--- config.mk ---
export PLATFORM = sky130hd
export DESIGN_NAME = dcrv_top
export DESIGN_NICKNAME = d
export VERILOG_FILES = /design/src/logic/dcrv_pkg.sv /design/src/logic/dcrv_top.sv
export SDC_FILE = /design/constraint.sdc
export NUM_CORES = 1
export LEC_CHECK = 0
export CAP_MARGIN = 20
export CORE_MARGIN = 10
export CORE_UTILIZATION = 30
export DETAILED_ROUTE_END_ITERATION = 10
export DONT_BUFFER_PORTS = 1
export GPL_TIMING_DRIVEN = 1
export SYNTH_ARGS = -nofsm -noshare
export SYNTH_HDL_FRONTEND = slang
export SYNTH_SLANG_ARGS = --single-unit
--- constraint.sdc ---
create_clock -name clk_in -period 4.7 [get_ports clk_in]
set_clock_uncertainty 0.05 [all_clocks]
set_input_delay 0 -clock clk_in [delete_from_list [all_inputs] [get_ports clk_in]]
set_output_delay 0 -clock clk_in [all_outputs]
set_load 0.05 [all_outputs]
--- src/logic/dcrv_pkg.sv ---
// Purpose: constants for the playback route, mute and volume block
// Assumes: 8-bit control registers behind a byte-wide register port
// Notes:   gain codes are signed, 0.5 dB per count
package dcrv_pkg;
	// ------------------------------------------------------------
	// register offsets
	// ------------------------------------------------------------
	localparam logic [7:0] DCRV_OFS_SETUP = 8'h3f;
	localparam logic [7:0] DCRV_OFS_MUTE  = 8'h40;
	localparam logic [7:0] DCRV_OFS_LGAIN = 8'h41;
	localparam logic [7:0] DCRV_OFS_RGAIN = 8'h42;

	// ------------------------------------------------------------
	// reset values
	// ------------------------------------------------------------
	localparam logic [7:0] DCRV_RST_SETUP = 8'h14;
	localparam logic [7:0] DCRV_RST_MUTE  = 8'h0c;
	localparam logic [7:0] DCRV_RST_GAIN  = 8'h00;

	// ------------------------------------------------------------
	// field positions
	// ------------------------------------------------------------
	localparam int DCRV_BIT_LPWR  = 7;
	localparam int DCRV_BIT_RPWR  = 6;
	localparam int DCRV_LSRC_HI   = 5;
	localparam int DCRV_LSRC_LO   = 4;
	localparam int DCRV_RSRC_HI   = 3;
	localparam int DCRV_RSRC_LO   = 2;
	localparam int DCRV_STEP_HI   = 1;
	localparam int DCRV_STEP_LO   = 0;
	localparam int DCRV_BIT_LMUTE = 3;
	localparam int DCRV_BIT_RMUTE = 2;
	localparam int DCRV_GANG_HI   = 1;
	localparam int DCRV_GANG_LO   = 0;

	// ------------------------------------------------------------
	// field codes
	// ------------------------------------------------------------
	localparam logic [1:0] DCRV_SRC_OFF   = 2'h0;
	localparam logic [1:0] DCRV_SRC_OWN   = 2'h1;
	localparam logic [1:0] DCRV_SRC_SWAP  = 2'h2;
	localparam logic [1:0] DCRV_SRC_MEAN  = 2'h3;
	localparam logic [1:0] DCRV_STEP_1    = 2'h0;
	localparam logic [1:0] DCRV_STEP_2    = 2'h1;
	localparam logic [1:0] DCRV_STEP_NONE = 2'h2;
	localparam logic [1:0] DCRV_GANG_R2L  = 2'h1;
	localparam logic [1:0] DCRV_GANG_L2R  = 2'h2;
endpackage : dcrv_pkg

--- src/logic/dcrv_top.sv ---
// Purpose: playback channel power, source routing, mute and soft-stepped digital volume
// Assumes: sample_valid_in pulses once per sample period; register port is already decoded
// Notes:   data out is routed and muted; the applied gain code travels beside it to the scaler
`timescale 1ns/1ps

// Functional notes
// - left channel powered only while its power bit is one; reset off
// - right channel powered only while its power bit is one; reset off
// - left source: 00 silence, 01 left, 10 right, 11 mean; reset 01
// - right source: 00 silence, 01 right, 10 left, 11 mean; reset 01
// - soft-step: 00 one step per sample, 01 per two, 10 immediate
// - left output silent while left mute bit is one; reset muted
// - right output silent while right mute bit is one; reset muted
// - gang 01: left uses right gain register
// - gang 10: right uses left gain register
// - gang 00 or 11: independent gains; reset 00
// - compressor active forces independent gains; gang code is ignored while it runs
// - gain is signed 8-bit in 0.5 dB units, +24 to -63.5 dB; codes are not clamped, so +63.5 to -64 dB pass through
// - both gain registers reset to zero, separate registers
module dcrv_top #(
	parameter int SW = 24
) (
	// clock and reset
	input  wire logic                  clk_in,
	input  wire logic                  rst_n_in,
	// register port
	input  wire logic                  reg_wr_in,
	input  wire logic                  reg_rd_in,
	input  wire logic [7:0]            reg_addr_in,
	input  wire logic [7:0]            reg_wdata_in,
	output logic      [7:0]            reg_rdata_out,
	// compressor status
	input  wire logic                  compressor_left_in,
	input  wire logic                  compressor_right_in,
	// sample input
	input  wire logic                  sample_valid_in,
	input  wire logic signed [SW-1:0]  left_sample_in,
	input  wire logic signed [SW-1:0]  right_sample_in,
	// channel outputs
	output logic                       left_power_out,
	output logic                       right_power_out,
	output logic                       out_valid_out,
	output logic signed [SW-1:0]       left_data_out,
	output logic signed [SW-1:0]       right_data_out,
	output logic signed [7:0]          left_gain_out,
	output logic signed [7:0]          right_gain_out
);
	import dcrv_pkg::*;

	// ------------------------------------------------------------
	// reset release
	// ------------------------------------------------------------
	logic rst_q1;
	logic rst_sync_n;

	always_ff @(posedge clk_in or negedge rst_n_in) begin
		if (!rst_n_in) begin
			rst_q1     <= 1'b0;
			rst_sync_n <= 1'b0;
		end else begin
			rst_q1     <= 1'b1;
			rst_sync_n <= rst_q1;
		end
	end

	// ------------------------------------------------------------
	// registers
	// ------------------------------------------------------------
	logic [7:0] setup;
	logic [7:0] mute_gang;
	logic [7:0] lgain;
	logic [7:0] rgain;
	logic [7:0] next_setup;
	logic [7:0] next_mute_gang;
	logic [7:0] next_lgain;
	logic [7:0] next_rgain;
	logic [7:0] next_rdata;

	always_comb begin
		next_setup     = setup;
		next_mute_gang = mute_gang;
		next_lgain     = lgain;
		next_rgain     = rgain;
		next_rdata     = reg_rdata_out;
		if (reg_wr_in) begin
			case (reg_addr_in)
				DCRV_OFS_SETUP: next_setup     = reg_wdata_in;
				DCRV_OFS_MUTE:  next_mute_gang = reg_wdata_in;
				DCRV_OFS_LGAIN: next_lgain     = reg_wdata_in;
				DCRV_OFS_RGAIN: next_rgain     = reg_wdata_in;
				default:        next_setup     = setup;
			endcase
		end
		if (reg_rd_in) begin
			case (reg_addr_in)
				DCRV_OFS_SETUP: next_rdata = setup;
				DCRV_OFS_MUTE:  next_rdata = mute_gang;
				DCRV_OFS_LGAIN: next_rdata = lgain;
				DCRV_OFS_RGAIN: next_rdata = rgain;
				default:        next_rdata = 8'h00;
			endcase
		end
	end

	always_ff @(posedge clk_in or negedge rst_sync_n) begin
		if (!rst_sync_n) begin
			setup         <= DCRV_RST_SETUP;
			mute_gang     <= DCRV_RST_MUTE;
			lgain         <= DCRV_RST_GAIN;
			rgain         <= DCRV_RST_GAIN;
			reg_rdata_out <= 8'h00;
		end else begin
			setup         <= next_setup;
			mute_gang     <= next_mute_gang;
			lgain         <= next_lgain;
			rgain         <= next_rgain;
			reg_rdata_out <= next_rdata;
		end
	end

	// ------------------------------------------------------------
	// field decode
	// ------------------------------------------------------------
	logic [1:0] lsrc;
	logic [1:0] rsrc;
	logic [1:0] step_mode;
	logic [1:0] gang;
	logic       compressor_any;

	assign lsrc      = setup[DCRV_LSRC_HI:DCRV_LSRC_LO];
	assign rsrc      = setup[DCRV_RSRC_HI:DCRV_RSRC_LO];
	assign step_mode = setup[DCRV_STEP_HI:DCRV_STEP_LO];
	assign gang      = mute_gang[DCRV_GANG_HI:DCRV_GANG_LO];
	assign compressor_any = compressor_left_in | compressor_right_in;

	// ------------------------------------------------------------
	// gain targets and soft stepping
	// ------------------------------------------------------------
	logic signed [7:0] ltarget;
	logic signed [7:0] rtarget;
	logic              step_phase;
	logic              step_tick;
	logic              next_step_phase;
	logic signed [7:0] next_lapplied;
	logic signed [7:0] next_rapplied;

	// the compressor needs each channel's own gain, so ganging is dropped while it runs
	always_comb begin
		ltarget = lgain;
		rtarget = rgain;
		if (!compressor_any && gang == DCRV_GANG_R2L) begin
			ltarget = rgain;
		end
		if (!compressor_any && gang == DCRV_GANG_L2R) begin
			rtarget = lgain;
		end
	end

	// reserved step code 11 falls back to one step per sample
	always_comb begin
		next_step_phase = step_phase;
		if (sample_valid_in) begin
			next_step_phase = ~step_phase;
		end
		step_tick = sample_valid_in && (step_mode != DCRV_STEP_2 || step_phase);
	end

	function automatic logic signed [7:0] dcrv_step(input logic signed [7:0] cur,
		input logic signed [7:0] tgt, input logic tick, input logic [1:0] mode);
		logic signed [7:0] res;
		res = cur;
		if (mode == DCRV_STEP_NONE) begin
			res = tgt;
		end else if (tick && cur < tgt) begin
			res = cur + 8'sh01;
		end else if (tick && cur > tgt) begin
			res = cur - 8'sh01;
		end
		return res;
	endfunction : dcrv_step

	always_comb begin
		next_lapplied = dcrv_step(left_gain_out, ltarget, step_tick, step_mode);
		next_rapplied = dcrv_step(right_gain_out, rtarget, step_tick, step_mode);
	end

	always_ff @(posedge clk_in or negedge rst_sync_n) begin
		if (!rst_sync_n) begin
			step_phase     <= 1'b0;
			left_gain_out  <= 8'sh00;
			right_gain_out <= 8'sh00;
		end else begin
			step_phase     <= next_step_phase;
			left_gain_out  <= next_lapplied;
			right_gain_out <= next_rapplied;
		end
	end

	// ------------------------------------------------------------
	// routing, mute and power
	// ------------------------------------------------------------
	logic signed [SW:0]   sum_ext;
	logic signed [SW-1:0] mean;
	logic signed [SW-1:0] next_ldata;
	logic signed [SW-1:0] next_rdata_s;
	logic                 next_valid;

	function automatic logic signed [SW-1:0] dcrv_pick(input logic [1:0] src,
		input logic signed [SW-1:0] own, input logic signed [SW-1:0] other,
		input logic signed [SW-1:0] avg);
		logic signed [SW-1:0] res;
		case (src)
			DCRV_SRC_OWN:  res = own;
			DCRV_SRC_SWAP: res = other;
			DCRV_SRC_MEAN: res = avg;
			default:       res = '0;
		endcase
		return res;
	endfunction : dcrv_pick

	always_comb begin
		// one guard bit keeps the sum from wrapping before the halving
		sum_ext      = {left_sample_in[SW-1], left_sample_in} + {right_sample_in[SW-1], right_sample_in};
		mean         = SW'(sum_ext >>> 1);
		next_ldata   = left_data_out;
		next_rdata_s = right_data_out;
		next_valid   = sample_valid_in;
		if (sample_valid_in) begin
			next_ldata   = dcrv_pick(lsrc, left_sample_in, right_sample_in, mean);
			next_rdata_s = dcrv_pick(rsrc, right_sample_in, left_sample_in, mean);
			if (mute_gang[DCRV_BIT_LMUTE] || !setup[DCRV_BIT_LPWR]) begin
				next_ldata = '0;
			end
			if (mute_gang[DCRV_BIT_RMUTE] || !setup[DCRV_BIT_RPWR]) begin
				next_rdata_s = '0;
			end
		end
	end

	always_ff @(posedge clk_in or negedge rst_sync_n) begin
		if (!rst_sync_n) begin
			left_power_out  <= 1'b0;
			right_power_out <= 1'b0;
			out_valid_out   <= 1'b0;
			left_data_out   <= '0;
			right_data_out  <= '0;
		end else begin
			left_power_out  <= setup[DCRV_BIT_LPWR];
			right_power_out <= setup[DCRV_BIT_RPWR];
			out_valid_out   <= next_valid;
			left_data_out   <= next_ldata;
			right_data_out  <= next_rdata_s;
		end
	end
endmodule : dcrv_top

==> results of run 1 <==
[area by class of cell]
| cell class | instances | area, um^2 | area share [%] |
|---|---|---|---|
| Sequential cell | 110 | 2760 | 30.7 |
| Clock buffer | 10 | 239 | 2.66 |
| Inverter | 34 | 128 | 1.42 |
| Timing Repair Buffer | 100 | 976 | 10.9 |
| Multi-Input combinational cell | 569 | 4400 | 49.0 |
| Tap cell | 324 | 405 | 4.51 |
| Clock inverter | 6 | 75.1 | 0.836 |
[logic make-up after synthesis]
logic type,count (synthesis),share of synthesized area (%)
other,1,0.0505
AND/OR/NAND/NOR,146,10.9
adder cells (fa/ha/maj),56,9.74
multiplexers,73,10.5
AO/OA/AOI/OAI,262,24.3
buffers and inverters,68,3.73
XOR/XNOR,31,3.66
flip-flops,110,37.2
[path summary, 6_finish.rpt]
kind	from	to	slack, ns
setup reg to reg	mute_gang[0]	right_gain_out[7]	0.53
max in group asynchronous	rst_sync_n	left_data_out[8]	3.11
min in group asynchronous	rst_n_in	rst_sync_n	0.36
hold / removal	left_sample_in[22]	right_data_out[22]	0.02
hold reg to reg	rst_q1	rst_sync_n	0.30
setup / recovery	mute_gang[0]	right_gain_out[7]	0.53
[sequential cells by signal, indices dropped and copies added (netlist names)]
signal	cells
left_data_out	24
left_gain_out	8
reg_rdata_out	8
step_phase	1
rst_sync_n	1
mute_gang	8
left_power_out	1
right_power_out	1
right_gain_out	8
out_valid_out	1
rst_q1	1
rgain	8
lgain	8
setup	8
right_data_out	24
[critical path, delay by kind of cell, from the launching register on]
kind                     cells  cell delay, ns
AO/OA/AOI/OAI               10            1.84
adder cells (fa/ha/maj)      2            0.69
buffers and inverters        1            0.23
flip-flops                   1            0.41
multiplexers                 1            0.27
AND/OR/NAND/NOR              2            0.56
[per-layer routing]
metal,share of wire [%],vias to the layer above,global-route usage [%]
met2,48,242,25.5
met5,0.070,-,0
li1,-,3002,-
met4,1.5,2,3.23
met3,9.7,29,5.40
met1,40,3109,18.5
[cell usage after synthesis (8+ instances only)]
cell,number,area (um^2)
a21oi_1,56,280
a221oi_1,9,78.8
a222oi_1,12,120
a22o_1,25,219
a22oi_1,8,60.1
a31oi_1,11,68.8
clkbuf_1,18,67.6
dfrtp_1,106,2650
ha_1,53,663
inv_1,33,124
mux2_2,36,405
mux2i_1,37,370
nand2_1,40,150
nand3_1,12,60.1
nor2_1,34,128
o21ai_0,61,305
o22ai_1,11,68.8
xnor2_1,17,149
xor2_1,14,123
[timing repair]
action	4_1_cts	5_1_grt
hold buffers	90	0
hold endpoints to repair	92	0
buffers inserted	0	0
[power by group through the flow]
| stage | logic, mW | registers, mW | clock network (mW) |
|---|---|---|---|
| floorplan | 1.08 | 1.43 | 0 |
| global placement | 1.33 | 1.48 | 0 |
| detailed placement | 1.36 | 1.48 | 0 |
| CTS | 1.43 | 1.46 | 0.854 |
| global route | 1.62 | 1.48 | 0.887 |
| finish | 1.42 | 1.45 | 0.827 |
==> impl_metrics.py, run 1 <==
metrics = {
    "job": {
        "max-cap-violations": 0,
    },
    "synth": {
        "ys_seq_elements": 110,
        "avgSynthCellArea_um2": 9.94,
        "ys_warn_count": 0,
        "async_flop_share_pct": 100,
        "synth_area_um2": 7420,
        "synth_cell_types": 74,
        "synth_cells": 747,
        "synth_ff_type": "dfrtp_1",
        "syn-num-nets": 874,
        "synth_edf_count": 0,
        "ys_seq_area_share_pct": 37.2,
    },
    "power": {
        "internal_power_mw": 2.14,
        "leakage_nw": 3.76,
        "seqPwrFrac_pct": 39.2,
        "ir_drop_mv": 0.224,
        "power_density_nw_per_um2": 412,
        "swShare_pct": 42.1,
        "power_frac_comb_pct": 38.4,
        "total_power_mw": 3.70,
        "pwr-share-clk_pct": 22.4,
        "switchingPower_mw": 1.56,
    },
    "global_route": {
        "grt_pass1_wl_mm": 38.4,
        "grt_overflow": 0,
        "grt_max_degree": 72,
        "grt_pass1_vias": 6644,
        "antenna_found_initial": 1,
        "grtUsageTotal_pct": 15.3,
    },
    "placement": {
        "place_hpwl_mm": 17.7,
        "placedCellCount": 1047,
        "port_buffers": 0,
        "dpl_cell_area_um2": 7770,
        "place_ws_ns": 0.526,
        "routabilityCongestion": 0.819,
    },
    "final_layout": {
        "layout-drive-gt1-share_pct": 11.8,
        "final_cell_count_no_fill": 1153,
        "most-common-layout-cells": "dfrtp_1 (105), dlygate4sd3_1 (90), o21ai_0 (61)",
        "layout_commonest_cell": "dfrtp_1",
        "layout.nets": 951,
        "postLayoutCellArea_um2": 8980,
        "utilization_pct": 36.9,
        "nFillCells": 2435,
        "antennaDiodeCount": 0,
        "area_growth_pct": 21.1,
    },
    "route": {
        "drt_iter0_drc": 515,
        "antenna_left": 0,
        "vias_per_cell": 5.54,
        "drc": 0,
        "firstDrtPassIters": 6,
        "vias": 6384,
        "wl_per_cell_um": 21.1,
        "wl_mm": 24.3,
    },
    "setup_path": {
        "cp_slowest_stage_delay_ns": 0.41,
        "cp.required_ns": 4.89,
        "crit_chain": "nor4b_2 > buf_4 > mux2i_1 > ha_1 > a21oi_1 > o221ai_1 > a21oi_1 > a41oi_2 > ha_1 > a21oi_1 > o221ai_1 > o21a_1 > o21ai_0 > a21oi_1 > or3_1 > a31o_1",
        "crit_slowest_cell": "dfrtp_1",
        "path_max_fanout": 11,
        "path_class": "flop to flop",
        "crit_path_start_kind": "flop",
        "ff2ff_path_depth": 16,
        "cp_common_cell": "a21oi_1",
        "worstSetupEndpointType": "flop",
        "arrival_ns": 4.37,
    },
    "sta": {
        "hold_violations": 0,
        "fin_crit_ns": 4.17,
        "slew_violations": 0,
        "fin_hold_ws_ns": 0.0231,
        "worstMarginPinSlew_ns": 1.08,
        "slew_headroom_pct": 27.4,
        "post-route-period-util_pct": 88.8,
        "fmax_mhz": 240,
        "setup_tns_ns": 0,
        "setup_slack_ns": 0.528,
        "finalSetupViolCount": 0,
        "rsz0062_at_grt": "no",
    },
    "die": {
        "die_x_um": 177,
        "io_pins": 146,
        "die_area_um2": 31400,
        "row_count": 57,
        "start_util_pct": 30.5,
        "die_y_um": 177,
        "core_area_um2": 24300,
    },
    "worst_hold_path": {
        "hp-class": "primary input to flop",
        "hold_depth": 6,
    },
    "clocking": {
        "numCtsBuffers": 9,
        "cts_sinks": 110,
        "clock_latency_ns": 0.36,
        "clock-root-buffer": "clkbuf_16",
        "cts.repair.resized": 0,
        "cts_tree": "done",
        "htree_num_levels": 3,
        "clock_path_buffers": 2,
        "path_clk_slew_ns": 0.08,
    },
    "outcome": {
        "status": "finished, final reports clean",
    },
}
Power figures use the tool's default switching activity.
==> inputs of run 2 (changes only) <==
--- a/config.mk
+++ b/config.mk
@@ -6,11 +6,14 @@
 export NUM_CORES = 1
 export LEC_CHECK = 0
 export CAP_MARGIN = 20
+export CELL_PAD_IN_SITES_DETAIL_PLACEMENT = 1
+export CELL_PAD_IN_SITES_GLOBAL_PLACEMENT = 1
 export CORE_MARGIN = 10
-export CORE_UTILIZATION = 30
+export CORE_UTILIZATION = 50
 export DETAILED_ROUTE_END_ITERATION = 10
 export DONT_BUFFER_PORTS = 1
 export GPL_TIMING_DRIVEN = 1
+export PLACE_DENSITY = 0.91
 export SYNTH_ARGS = -nofsm -noshare
 export SYNTH_HDL_FRONTEND = slang
 export SYNTH_SLANG_ARGS = --single-unit
==> run 2 against run 1 <==
  * Combinational power is 9.9% higher
  * Fmax is 4.5% lower
  * Utilization is 24 points higher
  * Flip-flop and latch count stayed put
  * Count of clock-buffer cells in the layout is 1 lower
  * Critical endpoint is now left_gain_out[7]
  * Highest routed layer is now met4
==> impl_metrics.py, run 2 (same netlist as run 1, synthesis figures left out) <==
metrics = {
    "power": {
        "ir_drop_mv": 0.243,
        "power_frac_comb_pct": 40.7,
        "power_density_nw_per_um2": 433,
        "internal_power_mw": 2.09,
        "pwr-share-clk_pct": 20.6,
        "seqPwrFrac_pct": 38.7,
        "swShare_pct": 45.3,
        "switchingPower_mw": 1.74,
        "leakage_nw": 3.78,
        "total_power_mw": 3.83,
    },
    "route": {
        "vias": 7038,
        "drc": 0,
        "drt_iter0_drc": 725,
        "vias_per_cell": 6.93,
        "antenna_left": 0,
        "wl_mm": 29.6,
        "wl_per_cell_um": 29.1,
        "firstDrtPassIters": 6,
    },
    "final_layout": {
        "nFillCells": 1549,
        "final_cell_count_no_fill": 1015,
        "layout.nets": 952,
        "area_growth_pct": 19.2,
        "most-common-layout-cells": "dfrtp_1 (105), dlygate4sd3_1 (92), o21ai_0 (61)",
        "layout_commonest_cell": "dfrtp_1",
        "layout-drive-gt1-share_pct": 11.7,
        "largest_registers": "left_data_out x24, right_data_out x24",
    },
    "sta": {
        "setup_tns_ns": 0,
        "slew_violations": 0,
        "worstMarginPinSlew_ns": 1.01,
        "slew_headroom_pct": 31.9,
        "fin_crit_ns": 4.37,
        "rsz0062_at_grt": "no",
        "fmax_mhz": 229,
        "hold_violations": 0,
        "post-route-period-util_pct": 92.9,
        "setup_slack_ns": 0.332,
        "finalSetupViolCount": 0,
    },
    "global_route": {
        "grt_pass1_vias": 7892,
        "grt_max_degree": 64,
        "grt_pass1_wl_mm": 45.7,
        "grtUsageTotal_pct": 28.5,
        "antenna_found_initial": 1,
        "grt_overflow": 0,
    },
    "setup_path": {
        "arrival_ns": 4.57,
        "crit_slowest_cell": "dfrtp_1",
        "path_max_fanout": 11,
        "crit_chain": "nor4b_2 > buf_4 > mux2i_1 > ha_1 > nand3_1 > o221ai_2 > a21oi_1 > a41oi_4 > ha_1 > nand3_1 > o211ai_1 > o21a_1 > o21ai_0 > and4b_1 > or3_1 > a31o_1",
        "path_class": "flop to flop",
        "worstSetupEndpointType": "flop",
        "cp.required_ns": 4.90,
        "timing.critical_path.buf_inv": 1,
        "cp_top_family": "compound AO/OA/AOI/OAI gates",
        "crit_path_start_kind": "flop",
        "cp_slowest_stage_delay_ns": 0.44,
    },
    "die": {
        "die_area_um2": 20100,
        "start_util_pct": 51.1,
        "die_y_um": 142,
        "core_area_um2": 14500,
        "die_x_um": 142,
        "row_count": 44,
        "io_pins": 146,
    },
    "clocking": {
        "clock_path_buffers": 2,
        "path_clk_slew_ns": 0.08,
        "htree_num_levels": 3,
        "clock_latency_ns": 0.36,
        "cts_tree": "done",
        "cts_sinks": 110,
        "clock-root-buffer": "clkbuf_16",
        "numCtsBuffers": 9,
        "postCtsSetupRepairBufs": 0,
    },
    "outcome": {
        "status": "finished, final reports clean",
    },
    "placement": {
        "port_buffers": 0,
        "place_ws_ns": 0.322,
        "place_hpwl_mm": 18.2,
        "routabilityCongestion": 0.911,
        "placedCellCount": 904,
    },
    "worst_hold_path": {
        "hp-class": "primary input to flop",
    },
    "job": {
        "max-cap-violations": 0,
    },
}
run 2: worst min-delay path, stage by stage:
cell and delay (ns):
nand2_1 0.04, nor2_1 0.08, a31oi_1 0.05, nor2_1 0.09, a21oi_1 0.06, o21ai_1 0.07
run 2: final timing paths:
| kind | depth (start not counted) | to | slack [ns] | startpoint |
|---|---|---|---|---|
| max | 16 | left_gain_out[7] | 0.33 | mute_gang[0] |
| max in group asynchronous | 1 | reg_rdata_out[7] | 3.01 | rst_sync_n |
| min reg2reg | 0 | rst_sync_n | 0.32 | rst_q1 |
| min | 6 | right_data_out[22] | 0.001 | left_sample_in[22] |
| max reg2reg | 16 | left_gain_out[7] | 0.33 | mute_gang[0] |
| min in group asynchronous | 2 | rst_sync_n | 0.35 | rst_n_in |
run 2: per-stage QoR:
| step | utilization [%] | area, um^2 | hold slack, ns |
|---|---|---|---|
| detailed placement | 52.1 | 7570 | -0.346 |
| CTS | 60.4 | 8780 | 0.000385 |
| floorplan | - | 7420 | -0.346 |
| finish | 60.8 | 8840 | 0.00146 |
| global route | 60.8 | 8840 | 0.0568 |
| global placement | 52.1 | 7570 | -0.346 |
run 2: final cells by class:
class                   instances  area, um^2  share of cell area (%)
flip-flops and latches        110        2760                    31.2
diodes                          1        2.50                  0.0283
inverters                      34         128                    1.44
clock inverters                 7        61.3                   0.693
repair buffers                101        1010                    11.4
clock buffers                   9         225                    2.55
multi-input cells             569        4420                    50.0
well taps                     184         230                    2.60
run 2: power by group through the flow:
stage / registers, mW / logic (mW) / clock network, mW
after floorplan: 1.43 / 1.08 / 0
after global placement: 1.50 / 1.26 / 0
after detailed placement: 1.50 / 1.41 / 0
after CTS: 1.48 / 1.50 / 0.777
after global routing: 1.50 / 1.71 / 0.822
final: 1.48 / 1.56 / 0.788
run 2: repair_timing:
action	in CTS	in global routing
endpoints found under the hold margin	92	0
resized for setup	0	2
hold buffers	92	0
endpoints found under the setup margin	0	2
run 2: routing by layer:
layer	GRT usage (%)	part of all wire [%]
met5	0	0
met4	15.2	4.9
met3	7.31	8.1
met2	50.0	51
met1	30.6	36
